$ cat config.mk
export PLATFORM = sky130hd
export DESIGN_NAME = lcd_bias_regulator_control
export DESIGN_NICKNAME = d
export VERILOG_FILES = /design/src/lcd_bias_pkg.sv /design/src/regulator_clock_gen.sv /design/src/lcd_bias_regulator_control.sv
export SDC_FILE = /design/constraint.sdc
export NUM_CORES = 1
export LEC_CHECK = 0
export ABC_AREA = 1
export BUFFER_PORTS_ARGS = -buffer_cell sky130_fd_sc_hd__buf_2
export CORE_MARGIN = 4
export CORE_UTILIZATION = 48
export DETAILED_ROUTE_END_ITERATION = 10
export GPL_TIMING_DRIVEN = 0
export PLACE_DENSITY = 0.88
export SLEW_MARGIN = 20
export SYNTH_ARGS = -nofsm -noshare
export SYNTH_HDL_FRONTEND = slang
export SYNTH_SLANG_ARGS = --single-unit
$ cat constraint.sdc
create_clock -name aclk -period 2.5 [get_ports aclk]
set_input_delay 0.5 -clock aclk [delete_from_list [all_inputs] [get_ports aclk]]
set_output_delay 0.5 -clock aclk [all_outputs]
set_load 0.01 [all_outputs]
$ cat src/lcd_bias_pkg.sv
// shared constants and types for the lcd bias regulator control
package lcd_bias_pkg;

	// register map (byte addresses)
	localparam logic [31:0] REG_CTRL_OFFSET = 32'h0000_0000;

	// control register field positions
	localparam int CKSEL_LSB  = 0;
	localparam int THIRD_BIAS_SELECT_BIT = 2;
	localparam int BIAS_LSB   = 3;
	localparam int PUMP_ENABLE_BIT   = 6;
	localparam int RSVD_BIT   = 7;

	// reset value and writable bits of the control register
	localparam logic [7:0] CTRL_RESET = 8'h3c;
	localparam logic [7:0] CTRL_WMASK = 8'h7f;

	// fixed prescaler on the fast oscillator branch
	localparam int PRESCALE_DIV = 256;

	// axi responses
	localparam logic [1:0] RESP_OKAY   = 2'h0;
	localparam logic [1:0] RESP_SLVERR = 2'h2;

	// regulator clock select codes
	localparam logic [1:0] CLK_OFF       = 2'h0;
	localparam logic [1:0] CLK_SECONDARY = 2'h1;
	localparam logic [1:0] CLK_FAST      = 2'h2;
	localparam logic [1:0] CLK_RC        = 2'h3;

	// bias generation configurations
	typedef enum logic [1:0] {
		CFG_BOOST     = 2'b00,
		CFG_UNBOOST   = 2'b01,
		CFG_LADDER_REF = 2'b10,
		CFG_LADDER    = 2'b11
	} config_type;

endpackage

$ cat src/regulator_clock_gen.sv
// charge pump clock selection, prescaler and gating
`timescale 1ns/1ps
module regulator_clock_gen #(
	parameter int PRESCALE = lcd_bias_pkg::PRESCALE_DIV
) (
	input  wire logic       aclk,                     // system clock
	input  wire logic       aresetn,                  // sync reset, low
	input  wire logic [1:0] clock_select,             // source code
	input  wire logic       gate_on,                  // pass clock out
	input  wire logic       internal_rc_clock,        // rc source level
	input  wire logic       internal_fast_oscillator, // fast osc level
	input  wire logic       secondary_oscillator,     // secondary level
	output logic            pump_clock                // gated pump clock
);
	import lcd_bias_pkg::*;

	localparam int HALF = PRESCALE / 2;
	localparam int CW   = (HALF > 1) ? $clog2(HALF) : 1;

	if (PRESCALE < 4 || (PRESCALE % 2) != 0) begin : g_bad_prescale
		$error("PRESCALE must be even and at least 4");
	end

	logic          fast_prev_ff;
	logic [CW-1:0] cnt_ff;
	logic          div_ff;
	logic          pump_clock_ff;
	wire           fast_rise;
	wire           cnt_wrap;
	wire           sel_clk;

	// edge of the fast source; inputs are synchronous to aclk
	assign fast_rise = internal_fast_oscillator & ~fast_prev_ff;
	assign cnt_wrap  = (cnt_ff == CW'(HALF - 1));

	// source mux, off code gives a quiet line
	assign sel_clk = (clock_select == CLK_RC)        ? internal_rc_clock :
	                 (clock_select == CLK_FAST)      ? div_ff :
	                 (clock_select == CLK_SECONDARY) ? secondary_oscillator :
	                 1'b0;

	// divide fast source: toggle every half period of the prescale
	always_ff @(posedge aclk) begin
		if (!aresetn) begin
			fast_prev_ff <= 1'b0;
			cnt_ff       <= '0;
			div_ff       <= 1'b0;
		end else begin
			fast_prev_ff <= internal_fast_oscillator;
			if (fast_rise) begin
				cnt_ff <= cnt_wrap ? '0 : cnt_ff + 1'b1;
				div_ff <= cnt_wrap ? ~div_ff : div_ff;
			end
		end
	end

	// gate held low while the pump is not in use
	always_ff @(posedge aclk) begin
		if (!aresetn)
			pump_clock_ff <= 1'b0;
		else
			pump_clock_ff <= gate_on & sel_clk;
	end

	assign pump_clock = pump_clock_ff;

endmodule

$ cat src/lcd_bias_regulator_control.sv
// lcd bias regulator control register and configuration decode
//
// Summary of operation
// - clock select picks pump source or off
// - bit 6 turns charge pump on
// - three-bit code picks one of eight peaks
// - bit 2 selects third bias, else static
// - top bit reads zero, writes ignored
// - nonzero clock with pump gives boosted config
// - nonzero clock without pump gives unboosted config
// - zero clock with pump keeps reference only
// - zero clock, no pump disables all, grounds
// - reference ladder config frees flyback pins
// - disabled config ignores bias level code
// - fast oscillator divided by fixed 256
//
// Implementation choices: the register offsets and the AXI4-Lite interface to the registers.
`timescale 1ns/1ps
module lcd_bias_regulator_control #(
	parameter int ADDR_W   = 4,                         // axi address bits
	parameter int PRESCALE = lcd_bias_pkg::PRESCALE_DIV // fast osc divider
) (
	input  wire logic              aclk,          // system clock
	input  wire logic              aresetn,       // sync reset, low
	input  wire logic [ADDR_W-1:0] awaddr,        // write address
	input  wire logic              awvalid,       // write addr valid
	output logic                   awready,       // write addr ready
	input  wire logic [31:0]       wdata,         // write data
	input  wire logic [3:0]        wstrb,         // write byte strobes
	input  wire logic              wvalid,        // write data valid
	output logic                   wready,        // write data ready
	output logic [1:0]             bresp,         // write response
	output logic                   bvalid,        // write resp valid
	input  wire logic              bready,        // write resp ready
	input  wire logic [ADDR_W-1:0] araddr,        // read address
	input  wire logic              arvalid,       // read addr valid
	output logic                   arready,       // read addr ready
	output logic [31:0]            rdata,         // read data
	output logic [1:0]             rresp,         // read response
	output logic                   rvalid,        // read data valid
	input  wire logic              rready,        // read data ready
	input  wire logic              internal_rc_clock,        // rc source
	input  wire logic              internal_fast_oscillator, // fast osc
	input  wire logic              secondary_oscillator,     // secondary
	output logic [1:0]             regulator_clock_select,   // clock field
	output logic                   pump_enable,              // pump bit
	output logic [2:0]             bias_level,               // peak code
	output logic                   third_bias_select,        // 1/3 bias
	output logic                   boosted_regulator_config,     // m0
	output logic                   unboosted_regulator_config,   // m1
	output logic                   ladder_with_reference_config, // m2
	output logic                   ladder_only_config,           // m3
	output logic                   regulator_enable,   // regulator on
	output logic                   reference_enable,   // reference on
	output logic                   bias_bottom_grounded, // bottom to gnd
	output logic [2:0]             contrast_code,      // applied offset
	output logic                   flyback_pins_released, // pins as gpio
	output logic                   pump_clock          // gated pump clock
);
	import lcd_bias_pkg::*;

	if (ADDR_W < 3 || ADDR_W > 32) begin : g_bad_addr
		$error("ADDR_W must be between 3 and 32");
	end

	// word decode, shared by write and read paths
	function automatic logic addr_hit(input logic [ADDR_W-1:0] a);
		return a[ADDR_W-1:2] == REG_CTRL_OFFSET[ADDR_W-1:2];
	endfunction

	// configuration from clock select and pump bit
	function automatic config_type cfg_decode(input logic [7:0] r);
		logic clk_on;
		clk_on = (r[CKSEL_LSB +: 2] != CLK_OFF);
		if (clk_on && r[PUMP_ENABLE_BIT])
			return CFG_BOOST;
		else if (clk_on)
			return CFG_UNBOOST;
		else if (r[PUMP_ENABLE_BIT])
			return CFG_LADDER_REF;
		else
			return CFG_LADDER;
	endfunction

	logic [7:0]        ctrl_ff;
	logic              aw_got_ff;
	logic              w_got_ff;
	logic [ADDR_W-1:0] awaddr_ff;
	logic [7:0]        wdata_ff;
	logic              wstrb0_ff;
	logic              awready_ff;
	logic              wready_ff;
	logic              bvalid_ff;
	logic [1:0]        bresp_ff;
	logic              arready_ff;
	logic              rvalid_ff;
	logic [31:0]       rdata_ff;
	logic [1:0]        rresp_ff;
	logic [3:0]        cfg_onehot_ff;
	logic              reg_en_ff;
	logic              ref_en_ff;
	logic              grounded_ff;
	logic [2:0]        contrast_ff;
	logic              released_ff;
	config_type        nxt_cfg;

	wire aw_hs;
	wire w_hs;
	wire ar_hs;
	wire do_write;
	wire write_hit;
	wire nxt_aw_got;
	wire nxt_w_got;
	wire nxt_bvalid;
	wire nxt_rvalid;
	wire pump_gate;

	// handshakes and write sequencing
	assign aw_hs      = awvalid & awready_ff;
	assign w_hs       = wvalid & wready_ff;
	assign ar_hs      = arvalid & arready_ff;
	assign do_write   = aw_got_ff & w_got_ff & ~bvalid_ff;
	assign write_hit  = do_write & addr_hit(awaddr_ff) & wstrb0_ff;
	assign nxt_aw_got = (aw_got_ff | aw_hs) & ~do_write;
	assign nxt_w_got  = (w_got_ff | w_hs) & ~do_write;
	assign nxt_bvalid = do_write | (bvalid_ff & ~bready);
	assign nxt_rvalid = ar_hs | (rvalid_ff & ~rready);

	// address and data are taken in either order, held until both
	always_ff @(posedge aclk) begin
		if (!aresetn) begin
			aw_got_ff  <= 1'b0;
			w_got_ff   <= 1'b0;
			awready_ff <= 1'b0;
			wready_ff  <= 1'b0;
			bvalid_ff  <= 1'b0;
		end else begin
			aw_got_ff  <= nxt_aw_got;
			w_got_ff   <= nxt_w_got;
			awready_ff <= ~nxt_aw_got & ~nxt_bvalid;
			wready_ff  <= ~nxt_w_got & ~nxt_bvalid;
			bvalid_ff  <= nxt_bvalid;
		end
	end

	// payload capture; unmapped words get slverr
	always_ff @(posedge aclk) begin
		if (!aresetn) begin
			awaddr_ff <= '0;
			wdata_ff  <= 8'h00;
			wstrb0_ff <= 1'b0;
			bresp_ff  <= RESP_OKAY;
		end else begin
			if (aw_hs)
				awaddr_ff <= awaddr;
			if (w_hs) begin
				wdata_ff  <= wdata[7:0];
				wstrb0_ff <= wstrb[0];
			end
			if (do_write)
				bresp_ff <= addr_hit(awaddr_ff) ? RESP_OKAY : RESP_SLVERR;
		end
	end

	// control register; only the low byte lane carries it
	always_ff @(posedge aclk) begin
		if (!aresetn)
			ctrl_ff <= CTRL_RESET;
		else if (write_hit)
			ctrl_ff <= wdata_ff & CTRL_WMASK;
	end

	// read channel; one read outstanding at a time
	always_ff @(posedge aclk) begin
		if (!aresetn) begin
			arready_ff <= 1'b0;
			rvalid_ff  <= 1'b0;
			rdata_ff   <= 32'h0000_0000;
			rresp_ff   <= RESP_OKAY;
		end else begin
			arready_ff <= ~nxt_rvalid;
			rvalid_ff  <= nxt_rvalid;
			if (ar_hs) begin
				rdata_ff <= addr_hit(araddr) ?
				            {24'h00_0000, ctrl_ff & CTRL_WMASK} :
				            32'h0000_0000;
				rresp_ff <= addr_hit(araddr) ? RESP_OKAY : RESP_SLVERR;
			end
		end
	end

	// bias configuration decode from the stored fields
	assign nxt_cfg   = cfg_decode(ctrl_ff);
	assign pump_gate = (nxt_cfg == CFG_BOOST);

	// registered so every output leaves from a flop; costs one cycle
	always_ff @(posedge aclk) begin
		if (!aresetn) begin
			cfg_onehot_ff <= 4'h8;
			reg_en_ff     <= 1'b0;
			ref_en_ff     <= 1'b0;
			grounded_ff   <= 1'b1;
			contrast_ff   <= 3'h0;
			released_ff   <= 1'b0;
		end else begin
			cfg_onehot_ff <= 4'h1 << nxt_cfg;
			reg_en_ff     <= (nxt_cfg == CFG_BOOST) ||
			                 (nxt_cfg == CFG_UNBOOST);
			ref_en_ff     <= (nxt_cfg != CFG_LADDER);
			grounded_ff   <= (nxt_cfg == CFG_LADDER);
			contrast_ff   <= (nxt_cfg == CFG_LADDER) ? 3'h0 :
			                 ctrl_ff[BIAS_LSB +: 3];
			released_ff   <= (nxt_cfg == CFG_LADDER_REF);
		end
	end

	regulator_clock_gen #(
		.PRESCALE (PRESCALE)
	) u_clock_gen (
		.aclk                     (aclk),
		.aresetn                  (aresetn),
		.clock_select             (ctrl_ff[CKSEL_LSB +: 2]),
		.gate_on                  (pump_gate),
		.internal_rc_clock        (internal_rc_clock),
		.internal_fast_oscillator (internal_fast_oscillator),
		.secondary_oscillator     (secondary_oscillator),
		.pump_clock               (pump_clock)
	);

	// bus outputs
	assign awready = awready_ff;
	assign wready  = wready_ff;
	assign bvalid  = bvalid_ff;
	assign bresp   = bresp_ff;
	assign arready = arready_ff;
	assign rvalid  = rvalid_ff;
	assign rdata   = rdata_ff;
	assign rresp   = rresp_ff;

	// field and configuration outputs
	assign regulator_clock_select       = ctrl_ff[CKSEL_LSB +: 2];
	assign pump_enable                  = ctrl_ff[PUMP_ENABLE_BIT];
	assign bias_level                   = ctrl_ff[BIAS_LSB +: 3];
	assign third_bias_select            = ctrl_ff[THIRD_BIAS_SELECT_BIT];
	assign boosted_regulator_config     = cfg_onehot_ff[CFG_BOOST];
	assign unboosted_regulator_config   = cfg_onehot_ff[CFG_UNBOOST];
	assign ladder_with_reference_config = cfg_onehot_ff[CFG_LADDER_REF];
	assign ladder_only_config           = cfg_onehot_ff[CFG_LADDER];
	assign regulator_enable             = reg_en_ff;
	assign reference_enable             = ref_en_ff;
	assign bias_bottom_grounded         = grounded_ff;
	assign contrast_code                = contrast_ff;
	assign flyback_pins_released        = released_ff;
endmodule

==> results of run 1 <==
## layout by cell type (no fill, tap or decap)
master / count
o21ai_2: 1
nor4_1: 2
clkbuf_8: 6
inv_2: 2
buf_2: 54
o21ai_0: 13
nor2_8: 1
a31oi_1: 1
nand2_2: 2
nor2_4: 1
clkbuf_1: 2
o21bai_1: 1
nor2_1: 47
ha_1: 1
clkbuf_2: 1
nor3_1: 1
inv_1: 23
dfxtp_1: 53
clkinv_2: 2
nand3_1: 12
nand2_1: 48
nor2_2: 1
nand3_4: 1
buf_4: 29
conb_1: 27
a211oi_1: 1
nor3_4: 1
a21oi_1: 14
nand4_1: 6
## cell type report
cell class	instances	area, um2
Fill cell	413	1677
Multi-Input combinational cell	182	834.6
Sequential cell	53	1061
Tap cell	52	65.06
Inverter	25	93.84
Buffer	33	245.2
Clock inverter	2	10.01
Clock buffer	6	72.57
Timing Repair Buffer	53	265.3
## where the power goes
group / switching (W) / total, W / internal (W)
logic: 0.0000937 / 0.000167 / 0.0000733
registers: 0.0000177 / 0.000889 / 0.000872
clock network: 0.000248 / 0.000442 / 0.000194
total: 0.000359 / 0.00150 / 0.00114
## sequential cells by signal, summed over array words and instances (netlist names), 2 cells and up
signal / cells
rdata: 7
wdata_ff: 7
ctrl_ff: 7
u_clock_gen.cnt_ff: 7
awaddr_ff: 2
cfg_onehot_ff: 4
contrast_code: 3
## routing by layer
metal / vias up / wire length [um] / part of all wire
met5: - / 0 / 0
met2: 55 / 2090 / 0.50
met3: 7 / 325 / 0.077
met1: 793 / 1742 / 0.41
li1: 962 / - / -
met4: 0 / 51 / 0.012
## stage by stage
stage	hold slack [ps]	area, um2	util
floorplan	420.7	2235	-
global placement	428.9	2565	0.5932
detailed placement	440.6	2565	0.5932
CTS	431.9	2648	0.6123
global route	458.2	2648	0.6123
finish	441.4	2648	0.6123
## cells by family after synthesis
logic type / Yosys count
compound gates: 31
buf+inv: 58
other cells: 1
flops: 53
simple gates: 123
fa+ha+maj: 1
## worst paths after layout
check,to
setup reg to reg,u_clock_gen.cnt_ff[6]
setup / recovery,bvalid
hold / removal,u_clock_gen.fast_prev_ff
hold reg to reg,u_clock_gen.cnt_ff[4]
==> impl_results.md, run 1 <==
- Ant diodes: 0
- Critical Path AT: roughly 960 ps
- Post-synth top flop: dfxtp_1
- Routability Congestion: 0.7815
- Starting Density: 0.4942
- Critical Path Source: bvalid
- R2R cell count: 5
- Simple logic cell fraction of the synthesized area: 0.2600
- Post-Layout Cell Count: 406
- Yosys top cell by area: dfxtp_1
- Syn Std Cell Area: 2137 um2
- Met2 Use GR: 0.2751
- Chip width: 74.73 um
- H-tree depth: 2
- Critical Path RT: 2000 ps
- Crit-path leading delay family: flip-flops
- Crit start category: register
- Fmax: 684.4 MHz
- Post-Synthesis Cells: 267
- Ys async rst share: 0
- Routed WL: 4210 um
- Rows: 24
- Critical Path End Type: primary output
- WHS Path Cells: 3
- Final Power: 0.001498 W
- Min Tclk post-route: 1461 ps
- Buf/Inv on CP: 1
- Number of top-level pins: 114
- WP depth: 1
- Setup WS pre-CTS: 1168 ps
- Slowest-stage cell, CP: dfxtp_1
- Synth unique cells: 28
- Max stage delay on crit path: between 400 and 500 ps
- Clk root buf: clkbuf_8
- Final TNS setup: 0 ps
- CTS sink cnt: 53
- Outcome: complete, no violations
- RSZ-0062 raised after global routing: false
- PortBufs: 53
- Clock latency on the worst-skew pair: 290 ps
- First-pass DRT Iterations: 4
- Maximum VDD drop: 0.0002714 V
- Most area-consuming cells after synthesis: dfxtp_1 50%, buf_4 10%, nand2_1 8.4%
- Synth-to-Final Area Change: 23.89%
- Global route overflow: 0
- Via count: 1817
- NumNets Final: 408
- Worst-path maximum fanout: 4
- TritonCTS Buffers: 5
- Skew final: 2.441 ps
- GR Util met1: 0.1750
- Sequential area share after synthesis: 0.4965
- Post-synthesis compound-gate area fraction: 0.07728
- Tot GR Track Use: 0.1511
- Synth Area per Inst: roughly 8.0 um2
- Placed Cells: between 300 and 400
- Routed vias/inst: 4.475
- Die Y: 74.73 um
- Post-CTS sizing: 0
- DP HPWL: 3350 um
- Post-Synth XOR/XNOR Area: 0
- Most common cell in the synthesized netlist: dfxtp_1
- Largest net degree at the start of global routing: 16
- Largest family of logic cells by synthesized area: simple AND/OR/NAND/NOR gates
- Crit Path Category: register to primary output
- R2r startpoint: u_clock_gen.cnt_ff[0]
- Flops & latches, synth: 53
- Core area: 4324 um2
- Fin. Hold Viols: 0
- R2r setup slk: 1330 ps
- Final period utilization: 0.5845
- Detailed Route Iter0 Violations: 77
- DRC: 0
- Met3 global-route usage: 0.03471
- Post-synth top cells: 53 x dfxtp_1, 48 x nand2_1, 47 x nor2_1
- Leak: ~1.4 nW
- Postcts setup bufs: 0
- Worst hold start: internal_fast_oscillator
- Routed WL per cell: just over 10 um
- Crit path cell chain: buf_2
- EDFF count, synth: 0
- CTS Hold Bufs: 0
- Vias in the first global route: 1548
- Initial antenna violation count: 0
- GRT Max-Usage Layer: met2
- Final Setup Violations: 0
- Fin. max-slew vios: 0
- First-pass GRT wire length: approximately 6500 um
- Max_cap viols: 0
- Worst-path clk slew: approximately 80 ps
- DRT antenna net count: 0
- Pwr dens: 566.0 nW/um2
- Synth top area share: 0.4965
- Minimum setup slack in the final design: 1039 ps
- Synth Area in Adders: 0.005855
- CTS tree: built
- Max Root-Sink Buffers: 2
- Synth warnings: 0
- Worst hold path type: primary input to register
- Post-synthesis mux area share: 0
- Share of layout cells above drive strength 1: 0.2881
- DIE AREA: 5584 um2
Power figures use the tool's default switching activity.
==> run 2, diff against run 1 <==
Settings changed: CORE_UTILIZATION 48 to 44, PLACE_DENSITY 0.88 to 0.82.
Clock period 2.5 ns to 1.5 ns, I/O delays scaled along.
==> impl_results.md, run 2 (synthesis gave the netlist of run 1 again) <==
- Outcome: complete, no violations
- Post-CTS sizing: 0
- Postcts setup bufs: 0
- Rows: 25
- Via count: 1796
- Core area: around 4700 um2
- Slowest-stage cell, CP: dfxtp_1
- DRC: 0
- DIE AREA: 6036 um2
- CTS Hold Bufs: 0
- Routed vias/inst: 4.266
- Critical Path End Type: primary output
- Max stage delay on crit path: 490 ps
- Starting Density: 0.4525
- TritonCTS Buffers: 5
- Setup WS pre-CTS: 347.2 ps
- Leak: 1.392 nW
- Routability Congestion: 0.7907
- Critical Path Source: ctrl_ff[6]
- Routed WL: 4256 um
- Max_cap viols: 0
- First-pass DRT Iterations: 5
- Vias in the first global route: between 1.5k and 2k
- Largest net degree at the start of global routing: 17
- Global route overflow: 0
- RSZ-0062 raised after global routing: false
- Multi-input logic area: 834.6 um2
- Maximum VDD drop: 0.0005817 V
- Crit start category: register
- Routed WL per cell: a little over 10 um
- First-pass GRT wire length: 7272 um
- WL met2: 1990 um
- CTS tree: built
- Die Y: between 70 and 80 um
- Met3 wire len: roughly 270 um
- Fillers: 455
- Number of top-level pins: ~110
- Most frequent cells in the layout: 54 x buf_2, 53 x dfxtp_1, 48 x nand2_1
- Clk root buf: clkbuf_8
- Worst hold path type: primary input to register
- Worst hold start: internal_fast_oscillator
- Uppermost layer routed: met4
- Crit-path leading delay family: flip-flops
- Synth-to-Final Area Change: 25.41%
- Tot GR Track Use: 0.1494
- Critical Path RT: 1200 ps
- Min Tclk post-route: 1292 ps
- Initial antenna violation count: 0
- DRT met1 WL: around 1900 um
- Ant diodes: 0
- Detailed Route Iter0 Violations: 107
- Fmax: 774.2 MHz
- CTS sink cnt: between 50 and 60
- DRT antenna net count: 0
- Minimum setup slack in the final design: 208.4 ps
- Worst-path maximum fanout: 7
- Pwr dens: 963.7 nW/um2
- Buf/Inv on CP: 1
- Most common cell after layout, fill and taps aside: buf_2
- H-tree depth: 2
- Skew final: 9.999 ps
- Fin area: between 2000 and 3000 um2
- NumNets Final: between 400 and 500
- Final Setup Violations: 0
- R2r startpoint: u_clock_gen.cnt_ff[0]
- Share of layout cells above drive strength 1: 0.2910
- Cell Area, Placed: 2584 um2
- Crit Path Category: register to primary output
- PortBufs: 53
- Register area: 1061 um2
- Critical Path AT: about 1000 ps
- Final TNS setup: 0 ps
- Fin. Hold Viols: 0
- Chip width: between 70 and 80 um
- DP HPWL: 3340 um
- Max Root-Sink Buffers: 2
- Final period utilization: 0.8611
- Fin. max-slew vios: 0
- Hold Slack: 225.5 ps
- Crit path cell chain: buf_2
- Clock latency on the worst-skew pair: approximately 310 ps
- Worst-path clk slew: 90 ps
-- run 2: cell types whose count changed in the layout (fill, tap and decap cells not counted) --
cell / delta
clkinv_4: +1
clkbuf_8: +1
clkbuf_1: -1
clkinv_2: -1
-- run 2: power by group --
group | leakage, nW | internal (W) | switching, W | total [W]
combinational | 0.910 | 0.000122 | 0.000156 | 0.000279
clock | 0.0512 | 0.000374 | 0.000448 | 0.000822
sequential | 0.431 | 0.00145 | 0.0000292 | 0.00148
-- run 2: worst paths after layout --
path,cells past startpoint,slack (ps),to
worst max-delay path,1,210,pump_enable
worst min-delay path,3,230,u_clock_gen.fast_prev_ff
worst max register to register,5,310,u_clock_gen.cnt_ff[6]
worst min register to register,2,450,u_clock_gen.cnt_ff[6]
-- run 2: final cells by class --
type,count,share of cell area
Buffer,33,0.09150
Clock buffer,6,0.03081
Clock inverter,2,0.005135
Inverter,25,0.03501
Multi-Input combinational cell,182,0.3114
Sequential cell,53,0.3959
Tap cell,67,0.03128
Timing Repair Buffer,53,0.09897
-- run 2: layer usage --
layer  vias to the layer above  track usage
met2                        49       0.2457
met5                         -            0
met4                         0      0.04804
met3                         6      0.04756
met1                       785       0.1846
li1                        956            -
-- run 2: through the flow --
step / std cells / util / total power, W
floorplan: 293 / - / 0.001715
global placement: 413 / 0.5470 / 0.001785
detailed placement: 413 / 0.5470 / 0.001793
CTS: 421 / 0.5674 / 0.002614
global route: 421 / 0.5674 / 0.002711
finish: 421 / 0.5674 / 0.002583
